$ cat src/verilog/twms_pkg.sv
package twms_pkg;
  localparam logic [11:0] A_CTRL = 12'h000;
  localparam logic [11:0] A_STAT = 12'h004;
  localparam logic [11:0] A_DATA = 12'h008;
  localparam int B_FLAG = 7;
  localparam int B_ACK  = 6;
  localparam int B_BEG  = 5;
  localparam int B_HALT = 4;
  localparam int B_EN   = 2;
  localparam int B_IRQ  = 0;
  localparam logic [7:0] DATA_RST  = 8'hff;
  localparam logic [7:0] S_START   = 8'h08;
  localparam logic [7:0] S_RSTART  = 8'h10;
  localparam logic [7:0] S_AW_ACK  = 8'h18;
  localparam logic [7:0] S_AW_NAK  = 8'h20;
  localparam logic [7:0] S_TX_ACK  = 8'h28;
  localparam logic [7:0] S_TX_NAK  = 8'h30;
  localparam logic [7:0] S_LOST    = 8'h38;
  localparam logic [7:0] S_AR_ACK  = 8'h40;
  localparam logic [7:0] S_AR_NAK  = 8'h48;
  localparam logic [7:0] S_RX_ACK  = 8'h50;
  localparam logic [7:0] S_RX_NAK  = 8'h58;
  localparam logic [7:0] S_IDLE    = 8'hf8;
  localparam int CLK_MHZ      = 100;
  localparam int T_QUARTER_NS = 2500;
  localparam int Q_CYC = (T_QUARTER_NS * CLK_MHZ + 999) / 1000;
  localparam logic [7:0] Q_LAST = 8'(Q_CYC - 1);
  localparam logic [3:0] LAST_BIT = 4'h8;
  typedef enum logic [2:0] {
    E_IDLE, E_WFREE, E_START, E_BIT, E_STOP
  } twms_eng_e;
endpackage

$ cat src/verilog/twms_top.sv
// Implementation choices: register access over APB and the address map.
`timescale 1ns/100ps
// How it works
// - Start request waits bus free, reports 0x08
// - Address direction bit picks send or receive
// - Writing one to done flag, with the enable bit also one, clears it
// - Read address: 0x40, 0x48 or 0x38
// - Sent byte reports 0x28 or 0x30
// - Clear with no requests sends next byte
// - Begin only gives repeated start, bus kept
// - Halt gives stop, then halt self-clears
// - Begin plus halt: stop then start
// - Lost arbitration reports 0x38, sets flag
// - After loss: release, or start when free
// - Received byte held in data register
// - Last wanted byte answered with not-ack
// - Repeated start reports 0x10
// - Status compares ignore prescaler bits
// - Interface runs only while enabled
// - Data write while flag low sets collision
// - Write address: 0x18, 0x20 or 0x38
// - Receive ack per ack enable: 0x50/0x58
module twms_top
  import twms_pkg::*;
(
  input  wire logic        clock_i,
  input  wire logic        sys_rst_i,
  input  wire logic [11:0] paddr_i,
  input  wire logic        psel_i,
  input  wire logic        penable_i,
  input  wire logic        pwrite_i,
  input  wire logic [31:0] pwdata_i,
  output logic      [31:0] prdata_o,
  output logic             pready_o,
  output logic             pslverr_o,
  input  wire logic        scl_i,
  output logic             scl_o,
  output logic             scl_oe_n_o,
  input  wire logic        sda_i,
  output logic             sda_o,
  output logic             sda_oe_n_o,
  output logic             irq_o
);
  ////////////////////////////////////////////////////////////
  twms_eng_e   eng_r, eng_nxt;
  logic        flag_r, flag_nxt, acken_r, acken_nxt;
  logic        beg_r, beg_nxt, halt_r, halt_nxt;
  logic        wcol_r, wcol_nxt, en_r, en_nxt;
  logic        irqen_r, irqen_nxt, pend_r, pend_nxt;
  logic [1:0]  pre_r, pre_nxt, ph_r, ph_nxt;
  logic [7:0]  data_r, data_nxt, status_r, status_nxt;
  logic [7:0]  sh_r, sh_nxt, qcnt_r, qcnt_nxt;
  logic [3:0]  bit_r, bit_nxt;
  logic        qtick_r, qtick_nxt, owned_r, owned_nxt;
  logic        addr_r, addr_nxt, rx_r, rx_nxt;
  logic        nak_r, nak_nxt, busy_r, busy_nxt;
  logic        sdaoe_r, sdaoe_nxt, scloe_r, scloe_nxt;
  logic        scl_m_r, scl_s_r, sda_m_r, sda_s_r, sda_d_r;
  logic [31:0] prdata_r, prdata_nxt;
  logic        pready_r, pready_nxt, pslverr_r, pslverr_nxt;
  logic        irq_r, irq_nxt, lo_r;
  logic        obit, lsn, lost, bdone;
  logic [7:0]  ctl_rd;

  assign prdata_o   = prdata_r;
  assign pready_o   = pready_r;
  assign pslverr_o  = pslverr_r;
  assign scl_o      = lo_r;
  assign sda_o      = lo_r;
  assign scl_oe_n_o = scloe_r;
  assign sda_oe_n_o = sdaoe_r;
  assign irq_o      = irq_r;

  ////////////////////////////////////////////////////////////
  // Receive bytes listen, then drive the ack bit; address and sent bytes drive, then listen for ack
  always_comb begin
    lsn = (bit_r == LAST_BIT) ^ (rx_r & ~addr_r);
    if (bit_r == LAST_BIT) begin
      obit = (rx_r & ~addr_r) ? ~acken_r : 1'b1;
    end else begin
      obit = lsn ? 1'b1 : sh_r[7];
    end
    lost = eng_r == E_BIT && qtick_r && ph_r == 2'd2 && scl_s_r
           && ~lsn && obit && ~sda_s_r;
    bdone = eng_r == E_BIT && qtick_r && ph_r == 2'd3
            && bit_r == LAST_BIT;
    ctl_rd = {flag_r, acken_r, beg_r, halt_r, wcol_r, en_r,
              1'b0, irqen_r};
  end

  always_comb begin
    eng_nxt = eng_r;     flag_nxt = flag_r;   acken_nxt = acken_r;
    beg_nxt = beg_r;     halt_nxt = halt_r;   wcol_nxt = wcol_r;
    en_nxt = en_r;       irqen_nxt = irqen_r; pend_nxt = pend_r;
    pre_nxt = pre_r;     ph_nxt = ph_r;       data_nxt = data_r;
    status_nxt = status_r;                    sh_nxt = sh_r;
    bit_nxt = bit_r;     owned_nxt = owned_r; addr_nxt = addr_r;
    rx_nxt = rx_r;       nak_nxt = nak_r;     busy_nxt = busy_r;
    sdaoe_nxt = sdaoe_r; scloe_nxt = scloe_r;
    qtick_nxt = 1'b0;    qcnt_nxt = 8'h00;
    prdata_nxt = 32'h0;  pready_nxt = 1'b0;   pslverr_nxt = 1'b0;
    irq_nxt = flag_r & irqen_r;
    // Quarter-bit enable; idle costs no divider activity
    if (eng_r != E_IDLE) begin
      if (qcnt_r == Q_LAST) begin
        qtick_nxt = 1'b1;
      end else begin
        qcnt_nxt = qcnt_r + 8'h01;
      end
    end
    if (scl_s_r && sda_d_r && ~sda_s_r) begin
      busy_nxt = 1'b1;
    end else if (scl_s_r && ~sda_d_r && sda_s_r) begin
      busy_nxt = 1'b0;
    end
    // APB slave: one wait state, pready in second access cycle
    if (psel_i && penable_i && ~pready_r) begin
      pready_nxt = 1'b1;
      case (paddr_i)
        A_CTRL: begin
          if (pwrite_i) begin
            acken_nxt = pwdata_i[B_ACK];
            beg_nxt   = pwdata_i[B_BEG];
            halt_nxt  = pwdata_i[B_HALT];
            en_nxt    = pwdata_i[B_EN];
            irqen_nxt = pwdata_i[B_IRQ];
            if (pwdata_i[B_FLAG] && pwdata_i[B_EN] && flag_r) begin
              flag_nxt = 1'b0;
              pend_nxt = 1'b1;
            end else if (pwdata_i[B_FLAG] && pwdata_i[B_EN]
                         && pwdata_i[B_BEG] && eng_r == E_IDLE
                         && ~owned_r) begin
              pend_nxt = 1'b1;
            end
          end else begin
            prdata_nxt = {24'h0, ctl_rd};
          end
        end
        A_STAT: begin
          if (pwrite_i) begin
            pre_nxt = pwdata_i[1:0];
          end else begin
            prdata_nxt = {24'h0, status_r[7:3], 1'b0, pre_r};
          end
        end
        A_DATA: begin
          if (pwrite_i) begin
            if (flag_r) begin
              data_nxt = pwdata_i[7:0];
              wcol_nxt = 1'b0;
            end else begin
              wcol_nxt = 1'b1;
            end
          end else begin
            prdata_nxt = {24'h0, data_r};
          end
        end
        default: pslverr_nxt = 1'b1;
      endcase
    end
    ////////////////////////////////////////////////////////////
    // Engine; its flag set comes last so it beats a clear
    if (~en_r) begin
      eng_nxt = E_IDLE;
      sdaoe_nxt = 1'b1;
      scloe_nxt = 1'b1;
      owned_nxt = 1'b0;
      pend_nxt = pend_nxt & en_nxt; // Keeps a start sent with enable
      ph_nxt = 2'd0;
    end else begin
      unique case (eng_r)
        E_IDLE: begin
          if (pend_r) begin
            pend_nxt = 1'b0;
            ph_nxt = 2'd0;
            bit_nxt = 4'h0;
            if (halt_r && owned_r) begin
              eng_nxt = E_STOP;
            end else if (beg_r) begin
              eng_nxt = owned_r ? E_START : E_WFREE;
            end else if (owned_r) begin
              eng_nxt = E_BIT;
              sh_nxt = data_r;
            end else begin
              halt_nxt = 1'b0;
              sdaoe_nxt = 1'b1;
              scloe_nxt = 1'b1;
              status_nxt = S_IDLE;
            end
          end
        end
        E_WFREE: begin
          if (~busy_r) begin
            eng_nxt = E_START;
          end
        end
        E_START: begin
          if (qtick_r) begin
            unique case (ph_r)
              2'd0: begin sdaoe_nxt = 1'b1; ph_nxt = 2'd1; end
              2'd1: begin scloe_nxt = 1'b1; ph_nxt = 2'd2; end
              2'd2: begin
                if (scl_s_r) begin
                  sdaoe_nxt = 1'b0;
                  ph_nxt = 2'd3;
                end
              end
              2'd3: begin
                scloe_nxt = 1'b0;
                ph_nxt = 2'd0;
                eng_nxt = E_IDLE;
                flag_nxt = 1'b1;
                status_nxt = owned_r ? S_RSTART : S_START;
                owned_nxt = 1'b1;
                addr_nxt = 1'b1;
                rx_nxt = 1'b0;
              end
            endcase
          end
        end
        E_BIT: begin
          if (lost) begin
            eng_nxt = E_IDLE;
            sdaoe_nxt = 1'b1;
            scloe_nxt = 1'b1;
            owned_nxt = 1'b0;
            addr_nxt = 1'b0;
            flag_nxt = 1'b1;
            status_nxt = S_LOST;
            ph_nxt = 2'd0;
          end else if (qtick_r) begin
            unique case (ph_r)
              2'd0: begin sdaoe_nxt = obit; ph_nxt = 2'd1; end
              2'd1: begin scloe_nxt = 1'b1; ph_nxt = 2'd2; end
              2'd2: begin
                // Clock stretching by the far end holds this phase
                if (scl_s_r) begin
                  if (bit_r == LAST_BIT) begin
                    nak_nxt = sda_s_r;
                  end else begin
                    sh_nxt = {sh_r[6:0], sda_s_r};
                  end
                  ph_nxt = 2'd3;
                end
              end
              2'd3: begin
                scloe_nxt = 1'b0;
                ph_nxt = 2'd0;
                if (bit_r != LAST_BIT) begin
                  bit_nxt = bit_r + 4'h1;
                end else begin
                  sdaoe_nxt = 1'b1;
                  eng_nxt = E_IDLE;
                  flag_nxt = 1'b1;
                  if (addr_r) begin
                    addr_nxt = 1'b0;
                    rx_nxt = data_r[0];
                    if (data_r[0]) begin
                      status_nxt = nak_r ? S_AR_NAK : S_AR_ACK;
                    end else begin
                      status_nxt = nak_r ? S_AW_NAK : S_AW_ACK;
                    end
                  end else if (rx_r) begin
                    data_nxt = sh_r;
                    status_nxt = acken_r ? S_RX_ACK : S_RX_NAK;
                  end else begin
                    status_nxt = nak_r ? S_TX_NAK : S_TX_ACK;
                  end
                end
              end
            endcase
          end
        end
        E_STOP: begin
          if (qtick_r) begin
            unique case (ph_r)
              2'd0: begin sdaoe_nxt = 1'b0; ph_nxt = 2'd1; end
              2'd1: begin scloe_nxt = 1'b1; ph_nxt = 2'd2; end
              2'd2: begin
                if (scl_s_r) begin
                  sdaoe_nxt = 1'b1;
                  ph_nxt = 2'd3;
                end
              end
              2'd3: begin
                halt_nxt = 1'b0;
                owned_nxt = 1'b0;
                ph_nxt = 2'd0;
                status_nxt = S_IDLE;
                eng_nxt = beg_r ? E_WFREE : E_IDLE;
              end
            endcase
          end
        end
      endcase
    end
  end

  ////////////////////////////////////////////////////////////
  always_ff @(posedge clock_i) begin
    scl_m_r <= scl_i;
    scl_s_r <= scl_m_r;
    sda_m_r <= sda_i;
    sda_s_r <= sda_m_r;
    sda_d_r <= sda_s_r;
    lo_r    <= 1'b0;
    if (sys_rst_i) begin
      eng_r <= E_IDLE;
      {flag_r, acken_r, beg_r, halt_r, wcol_r, en_r} <= 6'h00;
      {irqen_r, pend_r, qtick_r, owned_r, addr_r, rx_r} <= 6'h00;
      {nak_r, busy_r, pready_r, pslverr_r, irq_r} <= 5'h00;
      {sdaoe_r, scloe_r} <= 2'h3;
      {pre_r, ph_r, bit_r} <= 8'h00;
      {sh_r, qcnt_r} <= 16'h0000;
      data_r <= DATA_RST;
      status_r <= S_IDLE;
      prdata_r <= 32'h0;
    end else begin
      eng_r <= eng_nxt;     flag_r <= flag_nxt;   acken_r <= acken_nxt;
      beg_r <= beg_nxt;     halt_r <= halt_nxt;   wcol_r <= wcol_nxt;
      en_r <= en_nxt;       irqen_r <= irqen_nxt; pend_r <= pend_nxt;
      qtick_r <= qtick_nxt; owned_r <= owned_nxt; addr_r <= addr_nxt;
      rx_r <= rx_nxt;       nak_r <= nak_nxt;     busy_r <= busy_nxt;
      pready_r <= pready_nxt;                     irq_r <= irq_nxt;
      pslverr_r <= pslverr_nxt;                   prdata_r <= prdata_nxt;
      sdaoe_r <= sdaoe_nxt; scloe_r <= scloe_nxt; pre_r <= pre_nxt;
      ph_r <= ph_nxt;       bit_r <= bit_nxt;     sh_r <= sh_nxt;
      qcnt_r <= qcnt_nxt;   data_r <= data_nxt;   status_r <= status_nxt;
    end
  end
endmodule

$ cat config.mk
export PLATFORM = sky130hd
export DESIGN_NAME = twms_top
export DESIGN_NICKNAME = d
export VERILOG_FILES = /design/src/verilog/twms_pkg.sv /design/src/verilog/twms_top.sv
export SDC_FILE = /design/constraint.sdc
export NUM_CORES = 1
export LEC_CHECK = 0
export BUFFER_PORTS_ARGS = -buffer_cell sky130_fd_sc_hd__buf_2
export CORE_MARGIN = 2
export CORE_UTILIZATION = 51
export CTS_BUF_LIST = sky130_fd_sc_hd__clkbuf_8
export DETAILED_ROUTE_END_ITERATION = 8
export PLACE_DENSITY = 0.84
export SLEW_MARGIN = 20
export SYNTH_ARGS = -nofsm -noshare
export SYNTH_HDL_FRONTEND = slang
export SYNTH_SLANG_ARGS = --single-unit
$ cat constraint.sdc
create_clock -name clock_i -period 2.3 [get_ports clock_i]
set_input_delay 0.69 -clock clock_i [delete_from_list [all_inputs] [get_ports clock_i]]
set_output_delay 0.69 -clock clock_i [all_outputs]
set_load 0.03 [all_outputs]
; Yosys cells after proc, flatten, opt, wreduce, memory -nomap -nowiden
; Cells that the tools add are included.
; Widths: inputs -> output; s select.
[totals]
register_bits = 99
latchBits = 0
mem_bits_rw = 0
mem_bits_ro = 0
inputBits = 51
memories = 0
[op_classes]
n_addsub = 2
mul = 0
div_mod_pow = 0
order_cmp = 0
eq_ne = 43
n_shift = 0
n_mux = 156
n_bitwise = 15
reduce_logical = 48
[ops]
columns = operator, n
row1 = $mux 8, 37
row2 = $mux 1, 71
row3 = $mux 3, 13
row4 = $ne 2x2->1 const B, 17
row5 = $pmux 8 s4, 1
row6 = $mux 4, 7
row7 = $reduce_and 7->1, 4
row8 = $pmux 8 s3, 1
row9 = $logic_and 1x1->1, 18
row10 = $pmux 1 s2, 8
row11 = $pmux 8 s2, 1
row12 = $ne 3x3->1 const B, 5
row13 = $pmux 3 s5, 1
row14 = $mux 7, 2
row15 = $reduce_and 14->1, 1
row16 = $reduce_and 13->1, 1
row17 = $eq 12x3->1 const B, 1
row18 = $eq 12x4->1 const B, 1
row19 = $logic_not 12->1, 1
row20 = $not 1->1, 11
row21 = $reduce_and 11->1, 1
row22 = $mux 2, 5
row23 = $mux 5, 2
row24 = $reduce_and 10->1, 1
row25 = 33 further kinds, 53

; Depth between registers and ports, before layout
[depth]
depth_word = 12
depth_mapped = 9

; Worst setup path after synthesis
; No wires, ideal clock.
[synth_timing]
path_kind = input port to flip-flop
from = input paddr_i[9]
to = register data_r[0]
setup_ns = 0.143
t_arrival_ns = 2.073
setup_slack_ns = 0.084
cell_stages = 6
path_buffers = 0
path_cell_list = nor4_2 > nand3_1 > nor4b_2 > nand2_1 > mux2i_1 > a2bb2oi_1
[synth_between]
elab_chain_cells = 11
[synth_rtl]
columns = item, line
row1 = "start, declared", twms_top.sv:28  ; input wire logic [11:0] paddr_i,
row2 = $eq 12x4->1 *, twms_top.sv:119  ; case (paddr_i)
row3 = $mux 8 *, twms_top.sv:119
row4 = $mux 8 *, twms_top.sv:117  ; if (psel_i && penable_i && ~pready_r) begin
row5 = $mux 8, twms_top.sv:263  ; end else if (rx_r) begin
row6 = $mux 8, twms_top.sv:255  ; if (addr_r) begin
row7 = $mux 8, twms_top.sv:249  ; if (bit_r != LAST_BIT) begin
row8 = $mux 8, twms_top.sv:232  ; unique case (ph_r)
row9 = $mux 8, twms_top.sv:231  ; end else if (qtick_r) begin
row10 = $mux 8, twms_top.sv:222  ; if (lost) begin
row11 = $mux 8, twms_top.sv:171  ; unique case (eng_r)
row12 = $mux 8 *, twms_top.sv:163  ; if (~en_r) begin
row13 = "end signal, assigned", twms_top.sv:328  ; qcnt_r <= qcnt_nxt; data_r <= data_nxt; status_r <= status_nxt;
row14 = "end, declared", twms_top.sv:51  ; logic [7:0] data_r, data_nxt, status_r, status_nxt;
; Every way passes the cells marked *; elsewhere a longest branch is shown, timed or not.
; A chain may end at the register's enable or synchronous reset.

; Worst setup path after layout
[layout_timing]
from = register bit_r[0]
to = register data_r[2]
[layout_between]
elab_chain_cells = 9
elab_cells_between_ends = 15
cone_classes = eq/ne: 2 / mux: 8 / bitwise: 2 / reduce/logical: 3
[layout_rtl]
columns = item, line
row1 = "start, declared", twms_top.sv:53  ; logic [3:0] bit_r, bit_nxt;
row2 = "start signal, assigned", twms_top.sv:327  ; ph_r <= ph_nxt; bit_r <= bit_nxt; sh_r <= sh_nxt;
row3 = $eq 4x4->1, "twms_top.sv:77, twms_top.sv:78"
row4 = $xor 1x1->1, twms_top.sv:77  ; lsn = (bit_r == LAST_BIT) ^ (rx_r & ~addr_r);
row5 = $mux 1 / $not 1->1 (equally long branches), "twms_top.sv:81, twms_top.sv:84"
row6 = $mux 1 / $logic_and 1x1->1 (equally long branches), "twms_top.sv:78, twms_top.sv:84"
row7 = $logic_and 1x1->1 (2 in series), twms_top.sv:84  ; && ~lsn && obit && ~sda_s_r;
row8 = $mux 8 *, twms_top.sv:222
row9 = $mux 8 *, twms_top.sv:171
row10 = $mux 8 *, twms_top.sv:163
; Marked as above.

==> results_dict.tcl <==
set metrics [dict create \
    hold_path_depth 0 \
    p_per_area_mw_per_mm2 502.4 \
    fin_nets 601 \
    cp_cell_sequence "inv_1 -> ha_1 -> nand3b_1 -> and3_1 -> o21a_1 -> nor2_1 -> a31oi_1 -> buf_4 -> a2bb2oi_1" \
    maxCapViolCount 0 \
    drv_slew 0 \
    slew_headroom_pct 60.02 \
    min_path_type "register to register" \
    fp.dieH_um 92.56 \
    crit_slowest_cell "dfxtp_1" \
    crit_fanout 8 \
    detailed_place_hpwl_mm 7.349 \
    num_io_pins 90 \
    clk_latency_ns 0.34 \
    path_class "register to register" \
    setup-tns-final_ns 0 \
    worst_pin_slew_ns 0.5934 \
    gr-usage-all-layers_pct 23.68 \
    worstPathRequired_ns 2.54 \
    grt_max_degree 18 \
    cp.arrival_ns 2.42 \
    synth_commonest_cells "72 x dfxtp_1, 56 x nor2_1, 37 x a21oi_1, 33 x nand2_1, 28 x mux2i_1" \
    peakVddDrop_v 0.0002534 \
    routed_wl_mm 10.12 \
    status "finished, final reports clean" \
    yosys_most_used_dff "dfxtp_1" \
    worst_clock_skew_ns 0.01115 \
    synth_area_mm2 0.004000 \
    p_leak_nw 1.923 \
    stdcell_area_mm2 0.004604 \
    syn_inst 472 \
    routed_via_density 5.862 \
    rows 32 \
    htreeDepth 3 \
    ant_nets 0 \
    layout_setup_ws_ns 0.1216 \
    hold_start "sda_m_r" \
    cts_num_sinks 72 \
    synth_seq_area_share_pct 36.03 \
    fillers 653 \
    final_core_util_pct 60.21 \
    drive_above_1_share_pct 20.40 \
    cts_root_buf "clkbuf_8" \
    hold_viol 0 \
    rr_endpoint "data_r[2]" \
    clock.fmax_mhz 459.1 \
    synthTopCellsByArea "dfxtp_1 36%, mux2i_1 7.0%, nor2_1 5.3%" \
    finalNonFillerCells 646 \
    synth-seq-cells 72 \
    fp.dieArea_mm2 0.008567 \
    diodes 0 \
    place.gp.congestion 0.9793 \
    synth_cell_types 67 \
    synth_top_area_cell "dfxtp_1" \
    synth-edff-count 0 \
    r2r-start "bit_r[0]" \
    max_stage_delay_ns 0.37 \
    placed_cell_area_mm2 0.004410 \
    start_kind "register" \
    first_pass_iters 5 \
    core_area_mm2 0.007647 \
    overflow 0 \
    synth_top_area_share_pct 36.03 \
    ff2ff_setup_slack_ns 0.12 \
    synth_async_sr_flop_share_pct 0 \
    vias 3787 \
    grt_pass1_vias 3491 \
    post-route-period-util_pct 94.71 \
    port_buffers 39 \
    syn_avg_cell_area_um2 8.475 \
    cts_tree "built" \
    min_period_ns 2.178 \
    synthMostInstantiatedCell "dfxtp_1" \
    syn_to_final_growth_pct 15.11 \
    drc 0 \
    dp_slack_ns -0.1268 \
    antenna_found_initial 0 \
    p_total_mw 2.313 \
    start_util_pct 52.31 \
    grt_first_pass_wirelength_mm 16.23 \
    clk_pin_slew_worst_paths_ns 0.08 \
    setup_viol 0 \
    r2r_cells 9 \
    die_w_um 92.56 \
    ys_warn_count 0 \
    drt_iter0_drc 543 \
    endpoint_kind "register" \
    whs_ns 0.3356 \
    dp.cells 629 \
    clockBufferDepth 2 \
    wl_per_cell_um 15.67 \
    whs_endpoint "sda_s_r" \
    numCtsBuffers 9 \
]
-- cells in the final DEF, fill, tap and decap left out, types with 3 or more instances in the layout --
cell type  netlist  final
a211oi_1         3      3
a21oi_1         37     37
a2bb2oi_1        8      8
a31oi_1          9      9
and3_1           4      4
buf_2            5     39
buf_4           26     38
clkbuf_8         0     10
conb_1           1     26
dfxtp_1         72     72
ha_1            11     11
inv_1           15     17
mux2i_1         28     28
nand2_1         33     33
nand2b_1         3      3
nand3_1         17     16
nand3b_1         6      6
nand4_1          3      3
nor2_1          56     56
nor2b_1          6      6
nor3_1          13     13
o211ai_1         9      9
o21a_1           3      3
o21ai_0         21     21
o22ai_1          3      3
o41ai_1          8      8
or3_1            6      6
xnor2_1          3      3
xor2_1           3      3
-- cell families (layout without fill, tap and decap cells) --
logic type                 after synthesis  count (layout)  synth area share [%]
xor gates and xnor gates                 6               6                 1.314
buffers and inverters                   61             108                 8.508
adders and majority gates               11              11                 3.441
other                                    1              26               0.09375
AOI/OAI and AO/OA                      123             123                 20.74
DFF                                     72              72                 36.03
muxes                                   29              29                 7.288
and+or+nand+nor                        169             169                 22.58
-- flip-flops by register name, indices dropped and copies added, names as in the netlist, 2 cells and up --
signal and flops:
eng_r 3, bit_r 4, status_r 5, data_r 8, qcnt_r 8, ph_r 2
sh_r 8, pre_r 2, prdata_o 8
-- power breakdown --
part	switching, mW	total, mW	internal [mW]
clock	0.481	0.896	0.415
combinational	0.115	0.156	0.0410
sequential	0.00750	1.26	1.25
total	0.603	2.31	1.71
-- cell type report --
class | count | area, um^2 | share of cell area, %
Tap cell | 102 | 127.6 | 2.772
Clock buffer | 10 | 137.6 | 2.989
Multi-Input combinational cell | 364 | 2325 | 50.49
Inverter | 15 | 56.30 | 1.223
Clock inverter | 6 | 36.28 | 0.7880
Sequential cell | 72 | 1441 | 31.30
Timing Repair Buffer | 77 | 480.5 | 10.43
-- layer usage --
layer	vias to the layer above	global-route usage [%]	wire [um]	part of all wire [%]
met2	218	38.56	4768	47
met4	0	9.080	287	2.8
met3	35	5.940	883	8.7
met5	-	0	0	0
li1	1793	-	-	-
met1	1741	30.20	4180	41
-- how the worst max path moves through the flow --
stage | cells after the start | to | startpoint | slack, ns
after detailed placement | 8 | data_r[2] | paddr_i[1] | -0.13
final | 9 | data_r[2] | bit_r[0] | 0.12
after floorplan | 6 | data_r[0] | paddr_i[9] | 0.08
after global placement | 8 | data_r[6] | paddr_i[1] | -0.04
after CTS | 8 | bit_r[3] | ph_r[0] | 0.13
after global routing | 6 | eng_r[1] | rx_r | -0.002
-- critical path, delay by kind of cell, from the launching register on --
family          cells  cell delay, ns
simple gates        3            0.65
compound gates      3            0.60
flops               1            0.37
buf+inv             2            0.25
fa+ha+maj           1            0.20
-- timing repair --
action,4_1_cts,5_1_grt
resized for setup,0,2
setup endpoints to repair,0,3
buffers inserted,0,1
hold buffers,0,0
(Power assumes the default switching activity.)
